## config.mk

```make
export PLATFORM = sky130hd
export DESIGN_NAME = pwd_watchdog
export DESIGN_NICKNAME = d
export VERILOG_FILES = /design/src/core/pwd_pkg.sv /design/src/core/pwd_watchdog.sv
export VERILOG_INCLUDE_DIRS = /design/src /design/src/core
export SDC_FILE = /design/constraint.sdc
export NUM_CORES = 1
export LEC_CHECK = 0
export BUFFER_PORTS_ARGS = -buffer_cell sky130_fd_sc_hd__buf_2
export CAP_MARGIN = 20
export CORE_MARGIN = 1.5
export CORE_UTILIZATION = 61
export DETAILED_ROUTE_END_ITERATION = 8
export PLACE_DENSITY = 0.91
export SKIP_CTS_REPAIR_TIMING = 1
export SYNTH_ARGS = -nofsm -noshare
export SYNTH_HDL_FRONTEND = slang
export SYNTH_SLANG_ARGS = --single-unit
```

## constraint.sdc

```tcl
create_clock -name clk_sys -period 7.46 [get_ports clk_sys]
set_clock_uncertainty 0.2 [all_clocks]
set_input_delay 0.746 -clock clk_sys [delete_from_list [all_inputs] [get_ports clk_sys]]
set_output_delay 0.746 -clock clk_sys [all_outputs]
set_load 0.02 [all_outputs]
```

## src/core/pwd_params.svh

```systemverilog
// Functional notes
// RQ1: Time-out after 16K cycles for select code 000, doubling per code up to 2048K.
// RQ2: Counter is a 14-bit timer clocked through a 7-bit prescaler.
// RQ3: Watchdog is off after any reset and while in power-down.
// RQ4: Expiry without a valid feed emits an internal CPU reset pulse.
// RQ5: Writing 1EH then E1H to the feed register starts counting.
// RQ6: Control bit 0 is a read-only flag showing the watchdog runs.
// RQ7: Software repeats the key pair before expiry to avoid a reset.
// RQ8: Reads may fall between the two key writes; any other write breaks it.
// RQ9: A wrong key sequence triggers an immediate watchdog reset.
// RQ10: Control bit 4 set freezes the counter while the device idles.
// RQ11: Overflow flag bit 1 is set by expiry or bad keys; software clears it.
// RQ12: Control holds period select 7:5, freeze 4, overflow 1, running 0.
// RQ13: Feed register sits at address A6H and is not bit addressable.
// RQ14: Overflow flag survives the reset that the watchdog itself causes.
// RQ15: A valid feed clears both the prescaler and the timer.
`ifndef PWD_PARAMS_SVH
`define PWD_PARAMS_SVH

`define PWD_ADDR_FEED   8'ha6
`define PWD_ADDR_CTRL   8'ha7
`define PWD_ADDR_ISTAT  8'ha8
`define PWD_ADDR_IMASK  8'ha9

`define PWD_KEY_FIRST   8'h1e
`define PWD_KEY_SECOND  8'he1

`define PWD_CTRL_PS_HI  7
`define PWD_CTRL_PS_LO  5
`define PWD_CTRL_FRZ    4
`define PWD_CTRL_OVF    1
`define PWD_CTRL_RUN    0

`define PWD_IRQ_TMO     0
`define PWD_IRQ_BAD     1
`define PWD_IRQ_W       2

`define PWD_PRESC_W     7
`define PWD_TIMER_W     14
`define PWD_RST_PS      3'h0
`define PWD_RST_IRQ     2'h0
`define PWD_RST_BYTE    8'h00

`endif

```

## src/core/pwd_pkg.sv

```systemverilog
package pwd_pkg;

  typedef enum logic [1:0] {
    PWD_SEQ_IDLE  = 2'b01,
    PWD_SEQ_ARMED = 2'b10
  } pwd_seq_t;

  typedef struct packed {
    logic [7:0] addr;
    logic [7:0] wdata;
    logic       wr;
    logic       rd;
  } pwd_bus_req_t;

endpackage : pwd_pkg

```

## src/core/pwd_watchdog.sv

```systemverilog
`timescale 1ns/1ps
`include "pwd_params.svh"

module pwd_watchdog
  import pwd_pkg::*;
#(
  parameter int PRESC_W = `PWD_PRESC_W,
  parameter int TIMER_W = `PWD_TIMER_W
) (
  input  wire logic         clk_sys,
  input  wire logic         reset_n,
  input  wire pwd_bus_req_t bus_req,
  output logic [7:0]        bus_rdata,
  input  wire logic         idle_mode,
  input  wire logic         power_down,
  output logic              cpu_reset_pulse,
  output logic              irq
);

  typedef struct packed {
    pwd_seq_t                seq;
    logic                    run;
    logic [2:0]              ps;
    logic                    frz;
    logic                    ovf;
    logic [PRESC_W-1:0]      presc;
    logic [TIMER_W-1:0]      timer;
    logic                    rst_pulse;
    logic [`PWD_IRQ_W-1:0]   istat;
    logic [`PWD_IRQ_W-1:0]   imask;
    logic [7:0]              rdata;
  } pwd_state_t;

  pwd_state_t st_r;
  pwd_state_t st_nxt;

  // Timer advances when the low sel bits of the prescaler are all ones
  function automatic logic presc_tick(
    input logic [PRESC_W-1:0] presc,
    input logic [2:0]         sel
  );
    logic [PRESC_W-1:0] mask;
    mask = PRESC_W'((1 << sel) - 1);
    return (presc & mask) == mask;
  endfunction : presc_tick

  function automatic logic addr_hit(
    input pwd_bus_req_t req,
    input logic [7:0]   addr
  );
    return req.addr == addr;
  endfunction : addr_hit

  // Interrupt fields are narrower than the bus; upper bits read as zero
  function automatic logic [7:0] irq_byte(
    input logic [`PWD_IRQ_W-1:0] bits
  );
    return {{(8-`PWD_IRQ_W){1'b0}}, bits};
  endfunction : irq_byte

  logic       feed_wr;
  logic       ctrl_wr;
  logic       istat_wr;
  logic       imask_wr;
  logic       other_wr;
  logic       key_ok;
  logic       key_bad;
  logic       hold;
  logic       count_en;
  logic       tick;
  logic       expire;
  logic       bite;
  logic [7:0] ctrl_rd;

  always_comb begin
    feed_wr  = bus_req.wr && addr_hit(bus_req, `PWD_ADDR_FEED); // RQ13
    ctrl_wr  = bus_req.wr && addr_hit(bus_req, `PWD_ADDR_CTRL);
    istat_wr = bus_req.wr && addr_hit(bus_req, `PWD_ADDR_ISTAT);
    imask_wr = bus_req.wr && addr_hit(bus_req, `PWD_ADDR_IMASK);
    other_wr = bus_req.wr && !feed_wr;
  end

  // Key sequence checker
  always_comb begin
    key_ok  = 1'b0;
    key_bad = 1'b0;
    unique case (st_r.seq)
      PWD_SEQ_IDLE: begin
        if (feed_wr && bus_req.wdata != `PWD_KEY_FIRST) begin
          key_bad = 1'b1; // RQ9
        end
      end
      PWD_SEQ_ARMED: begin
        if (feed_wr) begin
          if (bus_req.wdata == `PWD_KEY_SECOND) begin
            key_ok = 1'b1; // RQ5
          end else begin
            key_bad = 1'b1; // RQ9
          end
        end else if (other_wr) begin
          key_bad = 1'b1; // RQ8
        end
      end
      default: begin
        key_bad = 1'b0;
      end
    endcase
  end

  always_comb begin
    hold     = idle_mode && st_r.frz; // RQ10
    count_en = st_r.run && !hold && !power_down; // RQ3
    tick     = presc_tick(st_r.presc, st_r.ps); // RQ1
    expire   = count_en && tick && (&st_r.timer); // RQ4
    bite     = expire || key_bad;
  end

  always_comb begin
    ctrl_rd = `PWD_RST_BYTE;
    ctrl_rd[`PWD_CTRL_PS_HI:`PWD_CTRL_PS_LO] = st_r.ps; // RQ12
    ctrl_rd[`PWD_CTRL_FRZ] = st_r.frz;
    ctrl_rd[`PWD_CTRL_OVF] = st_r.ovf;
    ctrl_rd[`PWD_CTRL_RUN] = st_r.run; // RQ6
  end

  always_comb begin
    st_nxt = st_r;
    st_nxt.rst_pulse = bite; // RQ4

    // Key sequence state
    unique case (st_r.seq)
      PWD_SEQ_IDLE: begin
        if (feed_wr && bus_req.wdata == `PWD_KEY_FIRST) begin
          st_nxt.seq = PWD_SEQ_ARMED;
        end
      end
      PWD_SEQ_ARMED: begin
        if (bus_req.wr) begin
          st_nxt.seq = PWD_SEQ_IDLE; // RQ8
        end
      end
      // An illegal code falls back to waiting for the first key
      default: begin
        st_nxt.seq = PWD_SEQ_IDLE;
      end
    endcase

    // Counting chain
    if (count_en) begin
      st_nxt.presc = st_r.presc + PRESC_W'(1); // RQ2
      if (tick) begin
        st_nxt.timer = st_r.timer + TIMER_W'(1); // RQ2
      end
    end

    if (key_ok) begin
      st_nxt.run   = 1'b1; // RQ5
      st_nxt.presc = '0; // RQ15
      st_nxt.timer = '0; // RQ15
    end

    // Watchdog reset disables the counter
    if (bite) begin
      st_nxt.run   = 1'b0; // RQ3
      st_nxt.seq   = PWD_SEQ_IDLE;
      st_nxt.presc = '0;
      st_nxt.timer = '0;
    end

    if (power_down) begin
      st_nxt.run   = 1'b0; // RQ3
      st_nxt.presc = '0;
      st_nxt.timer = '0;
    end

    // Control register fields
    if (ctrl_wr) begin
      st_nxt.ps  = bus_req.wdata[`PWD_CTRL_PS_HI:`PWD_CTRL_PS_LO];
      st_nxt.frz = bus_req.wdata[`PWD_CTRL_FRZ];
      if (!bus_req.wdata[`PWD_CTRL_OVF]) begin
        st_nxt.ovf = 1'b0; // RQ11
      end
    end
    if (bite) begin
      st_nxt.ovf = 1'b1; // RQ11 RQ14
    end

    // Interrupt mask and sticky status
    if (imask_wr) begin
      st_nxt.imask = bus_req.wdata[`PWD_IRQ_W-1:0];
    end
    if (istat_wr) begin
      st_nxt.istat = st_r.istat & ~bus_req.wdata[`PWD_IRQ_W-1:0];
    end
    // Set wins over a clear in the same cycle
    if (expire) begin
      st_nxt.istat[`PWD_IRQ_TMO] = 1'b1;
    end
    if (key_bad) begin
      st_nxt.istat[`PWD_IRQ_BAD] = 1'b1;
    end

    // Read data stands for one cycle after the strobe, zero otherwise
    st_nxt.rdata = `PWD_RST_BYTE;
    if (bus_req.rd) begin
      unique case (bus_req.addr)
        `PWD_ADDR_CTRL: begin
          st_nxt.rdata = ctrl_rd; // RQ6
        end
        `PWD_ADDR_ISTAT: begin
          st_nxt.rdata = irq_byte(st_r.istat);
        end
        `PWD_ADDR_IMASK: begin
          st_nxt.rdata = irq_byte(st_r.imask);
        end
        // Feed register is write-only; it and unmapped addresses read zero
        default: begin
          st_nxt.rdata = `PWD_RST_BYTE; // RQ13
        end
      endcase
    end
  end

  always_ff @(posedge clk_sys or negedge reset_n) begin
    if (!reset_n) begin
      st_r.seq       <= PWD_SEQ_IDLE;
      st_r.run       <= 1'b0; // RQ3
      st_r.ps        <= `PWD_RST_PS; // RQ12
      st_r.frz       <= 1'b0;
      st_r.ovf       <= 1'b0;
      st_r.presc     <= '0;
      st_r.timer     <= '0;
      st_r.rst_pulse <= 1'b0;
      st_r.istat     <= `PWD_RST_IRQ;
      st_r.imask     <= `PWD_RST_IRQ;
      st_r.rdata     <= `PWD_RST_BYTE;
    end else begin
      st_r <= st_nxt;
    end
  end

  always_comb begin
    bus_rdata       = st_r.rdata;
    cpu_reset_pulse = st_r.rst_pulse;
    irq             = |(st_r.istat & st_r.imask);
  end

endmodule : pwd_watchdog

```

* Yosys cells after proc, flatten, opt, wreduce, memory -nomap -nowiden
Index checks and enable logic that the tools add are counted.
** Word-level totals
- Word-level logic and storage cells :: 87
- Bits in read-only memories :: 0
- Output and inout bits :: 10
- Memories :: 0
- Input bits :: 22
- Register bits after elaboration :: 42
- RAM bits :: 0
- Latch bits :: 0
** Operators by class
- $mul :: 0
- Order comparisons :: 0
- Add/subtract/negate cells :: 3
- Multiplexer cells :: 27
- Eq/ne operators :: 13
- Shift operators :: 1
- Divide/modulo/power cells :: 0
- Bitwise operators :: 4
- Reductions and logical operators :: 27
** Operators by type and width (number)
- 21-bit two-way mux :: 4
- 8-bit equality test, second input constant :: 5
- 8-bit case mux with 3 select lines :: 1
- 14-bit by 1-bit adder with 14-bit output, second input constant :: 1
- 1-bit two-way mux :: 14
- 14-bit two-way mux :: 1
- 14-bit AND reduction :: 1
- 1-bit logical AND :: 12
- 8-bit by 5-bit equality test with 1-bit output, second input constant :: 1
- 8-bit two-way mux :: 1
- 8-bit by 5-bit != test with 1-bit output, second input constant :: 1
- 4-bit nonzero test :: 2
- 7-bit by 1-bit adder with 7-bit output, second input constant :: 1
- 7-bit AND :: 1
- 7-bit equality test :: 1
- 1-bit by 3-bit left shift with 7-bit output, first input constant :: 1
- 7-bit by 2-bit subtractor with 7-bit output, second input constant :: 1
- 2-bit two-way mux :: 3
- 3-bit != test, second input constant :: 2
- 2-bit AND reduction :: 3
- 2-bit nonzero test :: 3
- 2-bit AND :: 2
- 2-bit case mux with 2 select lines :: 1
- 1-bit logical NOT :: 3
- other kinds (9) :: 9

* Depth between registers and ports, before layout
Gate-level depths: netlist (run 1).
- Depth after elaboration :: 10
- Gate-level depth with buffers :: 11
- Gate-level depth less buffers :: 9

* Worst setup path after synthesis (run 1)
OpenSTA, ideal clock, no wires.
- Path type :: input to register
- Start :: input port idle_mode
- End :: register st_r[24] in the netlist's numbering
- Library setup time :: 0.126 ns
- Slack :: 4.839 ns
- Data arrival time :: 2.295 ns
- Path buffers :: 1
- Cell stages on the path :: 7
- Required time :: 7.134 ns
- Cell sequence :: a21boi_4 > o2111ai_2 > or4_1 > or3_4 > nand3_4 > buf_6 > a21oi_1
** Between the ends
- Longest elaborated chain between the ends :: 9
- Elaborated cells on any way between the ends :: 12
- Those cells by class :: 2 x mux; 10 x reduce/logical
** Ends and longest elaborated chain
- start: declaration :: line pwd_watchdog.sv:14 : input wire logic idle_mode,
- 1-bit logical AND (*) :: line pwd_watchdog.sv:111 : hold = idle_mode && st_r.frz;
- 1-bit logical NOT (*) :: line pwd_watchdog.sv:112 : count_en = st_r.run && !hold && !power_down;
- 1-bit logical AND (*) (2 in a row) :: line pwd_watchdog.sv:112
- 1-bit logical AND (2 in a row) :: line pwd_watchdog.sv:114 : expire = count_en && tick && (&st_r.timer);
- 1-bit logical OR :: line pwd_watchdog.sv:115 : bite = expire || key_bad;
- 4-bit nonzero test (no source line) / 21-bit two-way mux (equally long branches)
- 2-bit AND reduction (no source line) / 21-bit two-way mux (equally long branches)
- end signal: assignment :: line pwd_watchdog.sv:238 : st_r <= st_nxt;
- end: declaration :: line pwd_watchdog.sv:34 : pwd_state_t st_r;
Mark *: on every way between the ends. The rest lies on a longest branch, timed or not.
A chain may end at the register's enable or synchronous reset.

* Worst setup path after layout (run 1)
- Start :: register st_r (netlist bit ctrl_rd[7])
- End :: register st_r[26] in the netlist's numbering
** Between the ends
- Longest elaborated chain between the ends :: 9
- Elaborated cells on any way between the ends :: 12
- Those cells by class :: 1 x add/sub; 1 x eq/ne; 1 x shift; 2 x mux; 1 x bitwise; 6 x reduce/logical
** Ends and longest elaborated chain
- 1-bit by 3-bit left shift with 7-bit output (*) :: line pwd_watchdog.sv:43 : mask = PRESC_W'((1 << sel) - 1);
- 7-bit by 2-bit subtractor with 7-bit output (*) :: line pwd_watchdog.sv:43
- 7-bit AND :: line pwd_watchdog.sv:44 : return (presc & mask) == mask;
- 7-bit equality test (*) :: line pwd_watchdog.sv:44
- 1-bit logical AND (2 in a row) :: line pwd_watchdog.sv:114
- 1-bit logical OR :: line pwd_watchdog.sv:115
- 4-bit nonzero test (no source line) / 21-bit two-way mux (equally long branches)
- 2-bit AND reduction (no source line) / 21-bit two-way mux (equally long branches)
Marked as above.

==> metrics.md, run 1 <==
| Metric | Value |
|---|---|
| Status | completed |
| Crit share post-route | 0.402 |
| Critical Path Stages | 9 |
| Unrepaired setup endpoints after global routing | false |
| DRT Pass-1 Iters | 4 |
| Total number of vias | 1810 |
| Total power | 0.000401 W |
| Die Height | 64.0 µm |
| Synth async-reset ratio | 1.00 |
| Skew-Pair Late Insertion Delay | 290 ps |
| Yosys reg bits | 40 |
| Final setup vio count | 0 |
| Final Critical Period | 3000 ps |
| Die ar. | 0.00410 mm² |
| DRT antenna net count | 0 |
| CTS buffer count | 5 |
| Die W | 64.0 µm |
| Max VDD drop | 0.111 mV |
| Sink Count | 40 |
| Synth warn | 0 |
| Max Slew Vio Count | 0 |
| Critical Path RT | 7470 ps |
| DR WL/cell | 14.8 µm |
| Multi-input gate area | 0.00113 mm² |
| Crit path DAT | 3010 ps |
| Starting density of the core | 0.660 |
| Initial antenna violation count | 0 |
| Mapped Area | 0.00227 mm² |
| DR iter-0 viols | 168 |
| Commonest non-fill, non-tap cell in the layout | dfrtp_1 |
| Setup_tns | 0 ps |
| CP top delay family | compound AO/OA/AOI/OAI gates |
| Worst hold path depth | 2 |
| CP endpoint kind | flop |
| Htree depth | 2 |
| Seq/Total Area, Yosys | 0.441 |
| Worst-path maximum fanout | 8 |
| Most frequent cells in the layout | dfrtp_1 (39), buf_2 (29), nor2_1 (28) |
| Rel. slew slack | 0.413 |
| Crit path kind | flop to flop |
| Core box area | 0.00344 mm² |
| Routed WL | 4.65 mm |
| Synth Instances | 243 |
| TritonCTS clock tree | built |
| Port bufs | 29 |
| GP Congestion | 0.855 |
| R2r worst-path depth | 9 |
| Vias in the first global route | 1810 |
| Buf/Inv on CP | 0 |
| Dominant synthesized flop cell | dfrtp_1 |
| Clock Root Buffer | clkbuf_8 |
| Nets | 293 |
| Max-cap violation count | 0 |
| CP Cell Sequence | nor2_1 -> nand2_1 -> ha_1 -> or4b_1 -> a31oi_1 -> a221oi_2 -> a211oi_2 -> o21ai_0 -> a21oi_1 |
| Clock Pin Slew Worst Setup and Hold Paths | 70 ps |
| Worst Setup Start Kind | flop |
| Clock tree buffer depth | 2 |
| CP max stage delay | 510 ps |
| Layout area overhead | 8.76% |
| Number of flops mapped to enable cells by yosys | 0 |
| Core Rows | 21 |
| First-pass GRT wire length | 8.09 mm |
| Fmax | 333 MHz |
| Register area | 0.00100 mm² |
| Slowest CP cell | a211oi_2 |
| DRC Markers | 0 |
| Yosys cell types | 51 |
| Largest net degree at the start of global routing | 41 |
| Worst hold path type | flop to flop |
| Non-Filler Instances | 313 |
| Cell Pwr Density | 162 mW/mm² |
| Post-DP HPWL | 3.32 mm |
| Congestion Overflow GR | 0 |
| Layout cells sized above 1 | 0.195 |
| Total global-route track usage | 0.258 |
| Least-Margin Pin Slew | 880 ps |
| Inserted Diodes | 0 |
| IO Pins | 32 |
| Hold Slack | 335 ps |
| DR vias/cell | 5.78 |
| Filler Cell Count | 281 |
| Mean area per synthesized cell | 9.35 µm² |
| Placed cells | 305 |
| Final hold vios | 0 |
| Fin util | 0.718 |
| Leakage | 1.14 nW |
-- through the flow --
step	cell area, µm²	setup slack [ps]
after floorplan	2270	4840
final	2470	4460
after global placement	2380	4580
after CTS	2470	4450
after detailed placement	2380	4480
after global routing	2470	4190
-- tightest hold or removal path: stages, from the launching register on --
cell and delay, ps:
dfrtp_1 390, nand2_1 70, nand2_1 50
-- routing by layer --
metal,track usage,part of all wire
met1,0.317,0.43
met2,0.440,0.51
met3,0.0687,0.045
met4,0.0815,0.014
met5,0,0
-- Yosys cell counts, types with 3 or more instances --
| master | count | area share |
|---|---|---|
| nand3_1 | 12 | 0.026 |
| and2_1 | 3 | 0.0083 |
| nor4_1 | 5 | 0.014 |
| nor3_1 | 3 | 0.0066 |
| inv_1 | 12 | 0.020 |
| clkbuf_1 | 4 | 0.0066 |
| ha_1 | 5 | 0.028 |
| or3_1 | 5 | 0.014 |
| buf_4 | 8 | 0.026 |
| dfrtp_1 | 39 | 0.43 |
| a22o_1 | 3 | 0.012 |
| nand4_1 | 6 | 0.017 |
| a21oi_1 | 6 | 0.013 |
| o21ai_0 | 15 | 0.033 |
| nand2_1 | 23 | 0.038 |
| xnor2_1 | 7 | 0.027 |
| and3_1 | 5 | 0.014 |
| nor2_2 | 4 | 0.011 |
| nor2_1 | 28 | 0.046 |
| nor2b_1 | 3 | 0.0083 |
| xor2_1 | 8 | 0.031 |
-- path summary, 6_finish.rpt --
kind / start / to / slack, ps
max: ctrl_rd[7] / st_r[26] / 4460
min: st_r[11] / st_r[11] / 330
max reg2reg: ctrl_rd[7] / st_r[26] / 4460
max in group asynchronous: reset_n / st_r[22] / 6140
min reg2reg: st_r[11] / st_r[11] / 330
min in group asynchronous: reset_n / st_r[41] / 370
-- kinds of logic after synthesis --
family	count (synthesis)	share of synthesized area
buffers and inverters	26	0.0628
DFF	40	0.441
other	1	0.00165
xor gates and xnor gates	15	0.0579
AOI/OAI and AO/OA	37	0.117
adders and majority gates	5	0.0275
and+or+nand+nor	115	0.273
muxes	4	0.0187
-- power breakdown --
group	internal (W)	leakage [nW]	total, W	switching (W)
clock	0.0000754	0.0455	0.000147	0.0000716
sequential	0.000220	0.531	0.000225	0.00000453
combinational	0.0000100	0.560	0.0000290	0.0000190
-- flip-flops by register name, indices dropped and copies added, names as in the netlist --
name,flops
st_r,27
bus_rdata,6
ctrl_rd,6
cpu_reset_pulse,1
-- final cells by class --
type	count	share of cell area
multi-input combinational	178	0.457
sequential	40	0.406
timing repair buffer	29	0.0588
clock buffer	8	0.0365
tap	46	0.0233
inverter	12	0.0182
(Power assumes the default switching activity.)
==> run 2, diff against run 1 <==
Settings changed: ABC_AREA from default to 1, CORE_UTILIZATION 61 to 52, PLACE_DENSITY 0.91 to 0.83.
Clock period 7.46 ns to 2.6 ns, I/O delays scaled along.
==> metrics.md, run 2 <==
| Metric | Value |
|---|---|
| DRC Markers | 0 (unchanged) |
| Max Slew Vio Count | 0 (unchanged) |
| Leakage | 1.34 nW (+18%) |
| Total power | 0.00139 W (+250%) |
| Final hold vios | 0 (unchanged) |
| Slack of the critical path | 185 ps (-4280 ps) |
| Inserted Diodes | 0 (unchanged) |
| R2r worst-path depth | 14 (+5) |
| CP Cell Sequence | nor2_4 -> nand2_2 -> ha_1 -> inv_1 -> nand2_1 -> nand2_1 -> nor2_1 -> nand3_2 -> nor2_4 -> nand2_4 -> clkinv_2 -> nand2_1 -> xor2_1 -> nor2_1 |
| Die Height | 72.0 µm (+12%) |
| Starting density of the core | 0.553 (-0.107) |
| Total global-route track usage | 0.209 (-0.0492) |
| Die ar. | 0.00518 mm² (+26%) |
| Layout area overhead | 8.85% (about the same) |
| IO Pins | 32 (unchanged) |
| Total number of vias | 2096 (+16%) |
| Yosys cell types | 34 (-33%) |
| DRT Pass-1 Iters | 5 (+1) |
| Dpl cell area | 0.00258 mm² (+8.6%) |
| Yosys reg bits | 40 (unchanged) |
| DR iter-0 viols | 143 (-15%) |
| DRT antenna net count | 0 (unchanged) |
| Clock Root Buffer | clkbuf_8 |
| Top cell type's share of synthesized area | 0.394 (-0.0354) |
| Synth Instances | 336 (+38%) |
| Final Critical Period | 2410 ps (-584 ps) |
| Max VDD drop | 0.253 mV (+130%) |
| Most frequent cells in the layout | nand2_1 (75), nor2_1 (52), inv_1 (50) |
| Worst-path maximum fanout | 11 (+3) |
| Post-DP HPWL | 3.73 mm (+12%) |
| GP Congestion | 0.872 (+1.9%) |
| Dpl ws | 95.3 ps (-4390 ps) |
| Most numerous cell on the critical path | nand2_1 |
| Mean area per synthesized cell | 7.37 µm² (-21%) |
| Final setup vio count | 0 (unchanged) |
| Least-Margin Pin Slew | 895 ps (+14.5 ps) |
| Die W | 72.0 µm (+12%) |
| Dominant synthesized flop cell | dfrtp_1 |
| CP endpoint kind | flop |
| Skew-Pair Late Insertion Delay | 300 ps (about the same) |
| Largest register FFs | 27 (unchanged) |
| Post-synth top area cell | dfrtp_1 |
| Htree depth | 2 (unchanged) |
| Initial antenna violation count | 0 (unchanged) |
| Buf/Inv on CP | 2 (+2) |
| Count leader, synth | nand2_1 |
| Crit share post-route | 0.929 (+0.527) |
| Mapped Area | 0.00247 mm² (+9.0%) |
| Fmax | 414 MHz (+24%) |
| Rel. slew slack | 0.403 (-0.00964) |
| Congestion Overflow GR | 0 (unchanged) |
| Synth area leaders | dfrtp_1 (39%), nand2_1 (11%), nor2_1 (7.9%), inv_1 (7.6%), nand3_1 (4.7%) |
| Seq/Total Area, Yosys | 0.405 (-0.0364) |
| Status | completed |
| Vias in the first global route | 2046 (+13%) |
| Commonest non-fill, non-tap cell in the layout | nand2_1 |
| DR WL/cell | 11.7 µm (-21%) |
| Synth async-reset ratio | 1.00 (unchanged) |
| Number of flops mapped to enable cells by yosys | 0 (unchanged) |
| Nets | 390 (+33%) |
| Core box area | 0.00447 mm² (+30%) |
| Worst hold path depth | 3 (+1) |
| CTS buffer count | 5 (unchanged) |
| Core Rows | 24 (+14%) |
| Critical Path RT | 2590 ps (-4880 ps) |
| Worst hold path type | input port to flop |
| Synth warn | 0 (unchanged) |
| Top post-synthesis cells by count | nand2_1 (75), nor2_1 (52), inv_1 (50) |
| Routed WL | 4.86 mm (+4.7%) |
| Design area | 0.00269 mm² (+9.1%) |
| Largest net degree at the start of global routing | 41 (unchanged) |
| Cell Pwr Density | 515 mW/mm² (+220%) |
| Largest reg by FF count | st_r |
| Crit path kind | flop to flop |
| TritonCTS clock tree | built |
| Layout cells sized above 1 | 0.168 (-0.0272) |
| Max-cap violation count | 0 (unchanged) |
| Critical Path Stages | 14 (+5) |
| Port bufs | 29 (unchanged) |
| First-pass GRT wire length | 8.47 mm (+4.8%) |
| Unrepaired setup endpoints after global routing | false |
| CP max stage delay | 510 ps (about the same) |
| Worst Setup Start Kind | flop |
| CP top delay family | simple AND/OR/NAND/NOR gates |
| Clock tree buffer depth | 2 (unchanged) |
| Sink Count | 40 (unchanged) |
| Setup_tns | 0 ps (unchanged) |
| DR vias/cell | 5.04 (-13%) |
| Crit path DAT | 2400 ps (-610 ps) |
| Clock Pin Slew Worst Setup and Hold Paths | 80 ps (about the same) |
| Slowest CP cell | dfrtp_1 |
==> run 2: cell type report <==
type,instances,area [µm²]
clock buffers,5,68.8
multi-input cells,227,1150
clock inverters,3,18.8
flip-flops and latches,40,1000
well taps,52,65.1
repair buffers,32,173
inverters,57,220
fillers,409,1780
==> run 2: kinds of logic after synthesis <==
logic type	share of synthesized area
simple gates	0.328
buf+inv	0.133
flops	0.405
compound gates	0.0495
xor+xnor	0.0531
fa+ha+maj	0.0253
other cells	0.00152
mux	0.00455
==> run 2: routing by layer <==
| layer | global-route usage | part of all wire | vias to the layer above |
|---|---|---|---|
| li1 | - | - | 1089 |
| met1 | 0.257 | 0.46 | 952 |
| met2 | 0.358 | 0.48 | 43 |
| met3 | 0.0514 | 0.036 | 12 |
| met4 | 0.0734 | 0.022 | 0 |
| met5 | 0 | 0 | - |
==> run 2: power breakdown <==
part           switching (W)  leakage (nW)  internal (W)
Clock               0.000227        0.0479      0.000187
Sequential         0.0000244         0.545      0.000665
Combinational       0.000182         0.751      0.000101
Total               0.000433          1.34      0.000953
==> run 2: path summary, 6_finish.rpt <==
check | start | end | slack [ps]
setup / recovery | ctrl_rd[6] | st_r[24] | 190
hold / removal | bus_req[0] | bus_rdata[4] | 30
setup reg to reg | ctrl_rd[6] | st_r[24] | 190
hold reg to reg | st_r[40] | st_r[40] | 290
max in group asynchronous | reset_n | st_r[20] | 1220
min in group asynchronous | reset_n | bus_rdata[6] | 420
==> run 2: stage by stage <==
stage	std cells	utilization	hold WS, ps
2_1_floorplan	337	-	-236
3_3_place_gp	406	0.577	221
3_5_place_dp	406	0.577	230
4_1_cts	414	0.597	-93.9
5_1_grt	416	0.602	13.9
6_report	416	0.602	25.2
==> run 2: tightest hold or removal path, cell delays in order <==
cell     delay (ps)
buf_2           120
nand2_1          70
nor2_1           40
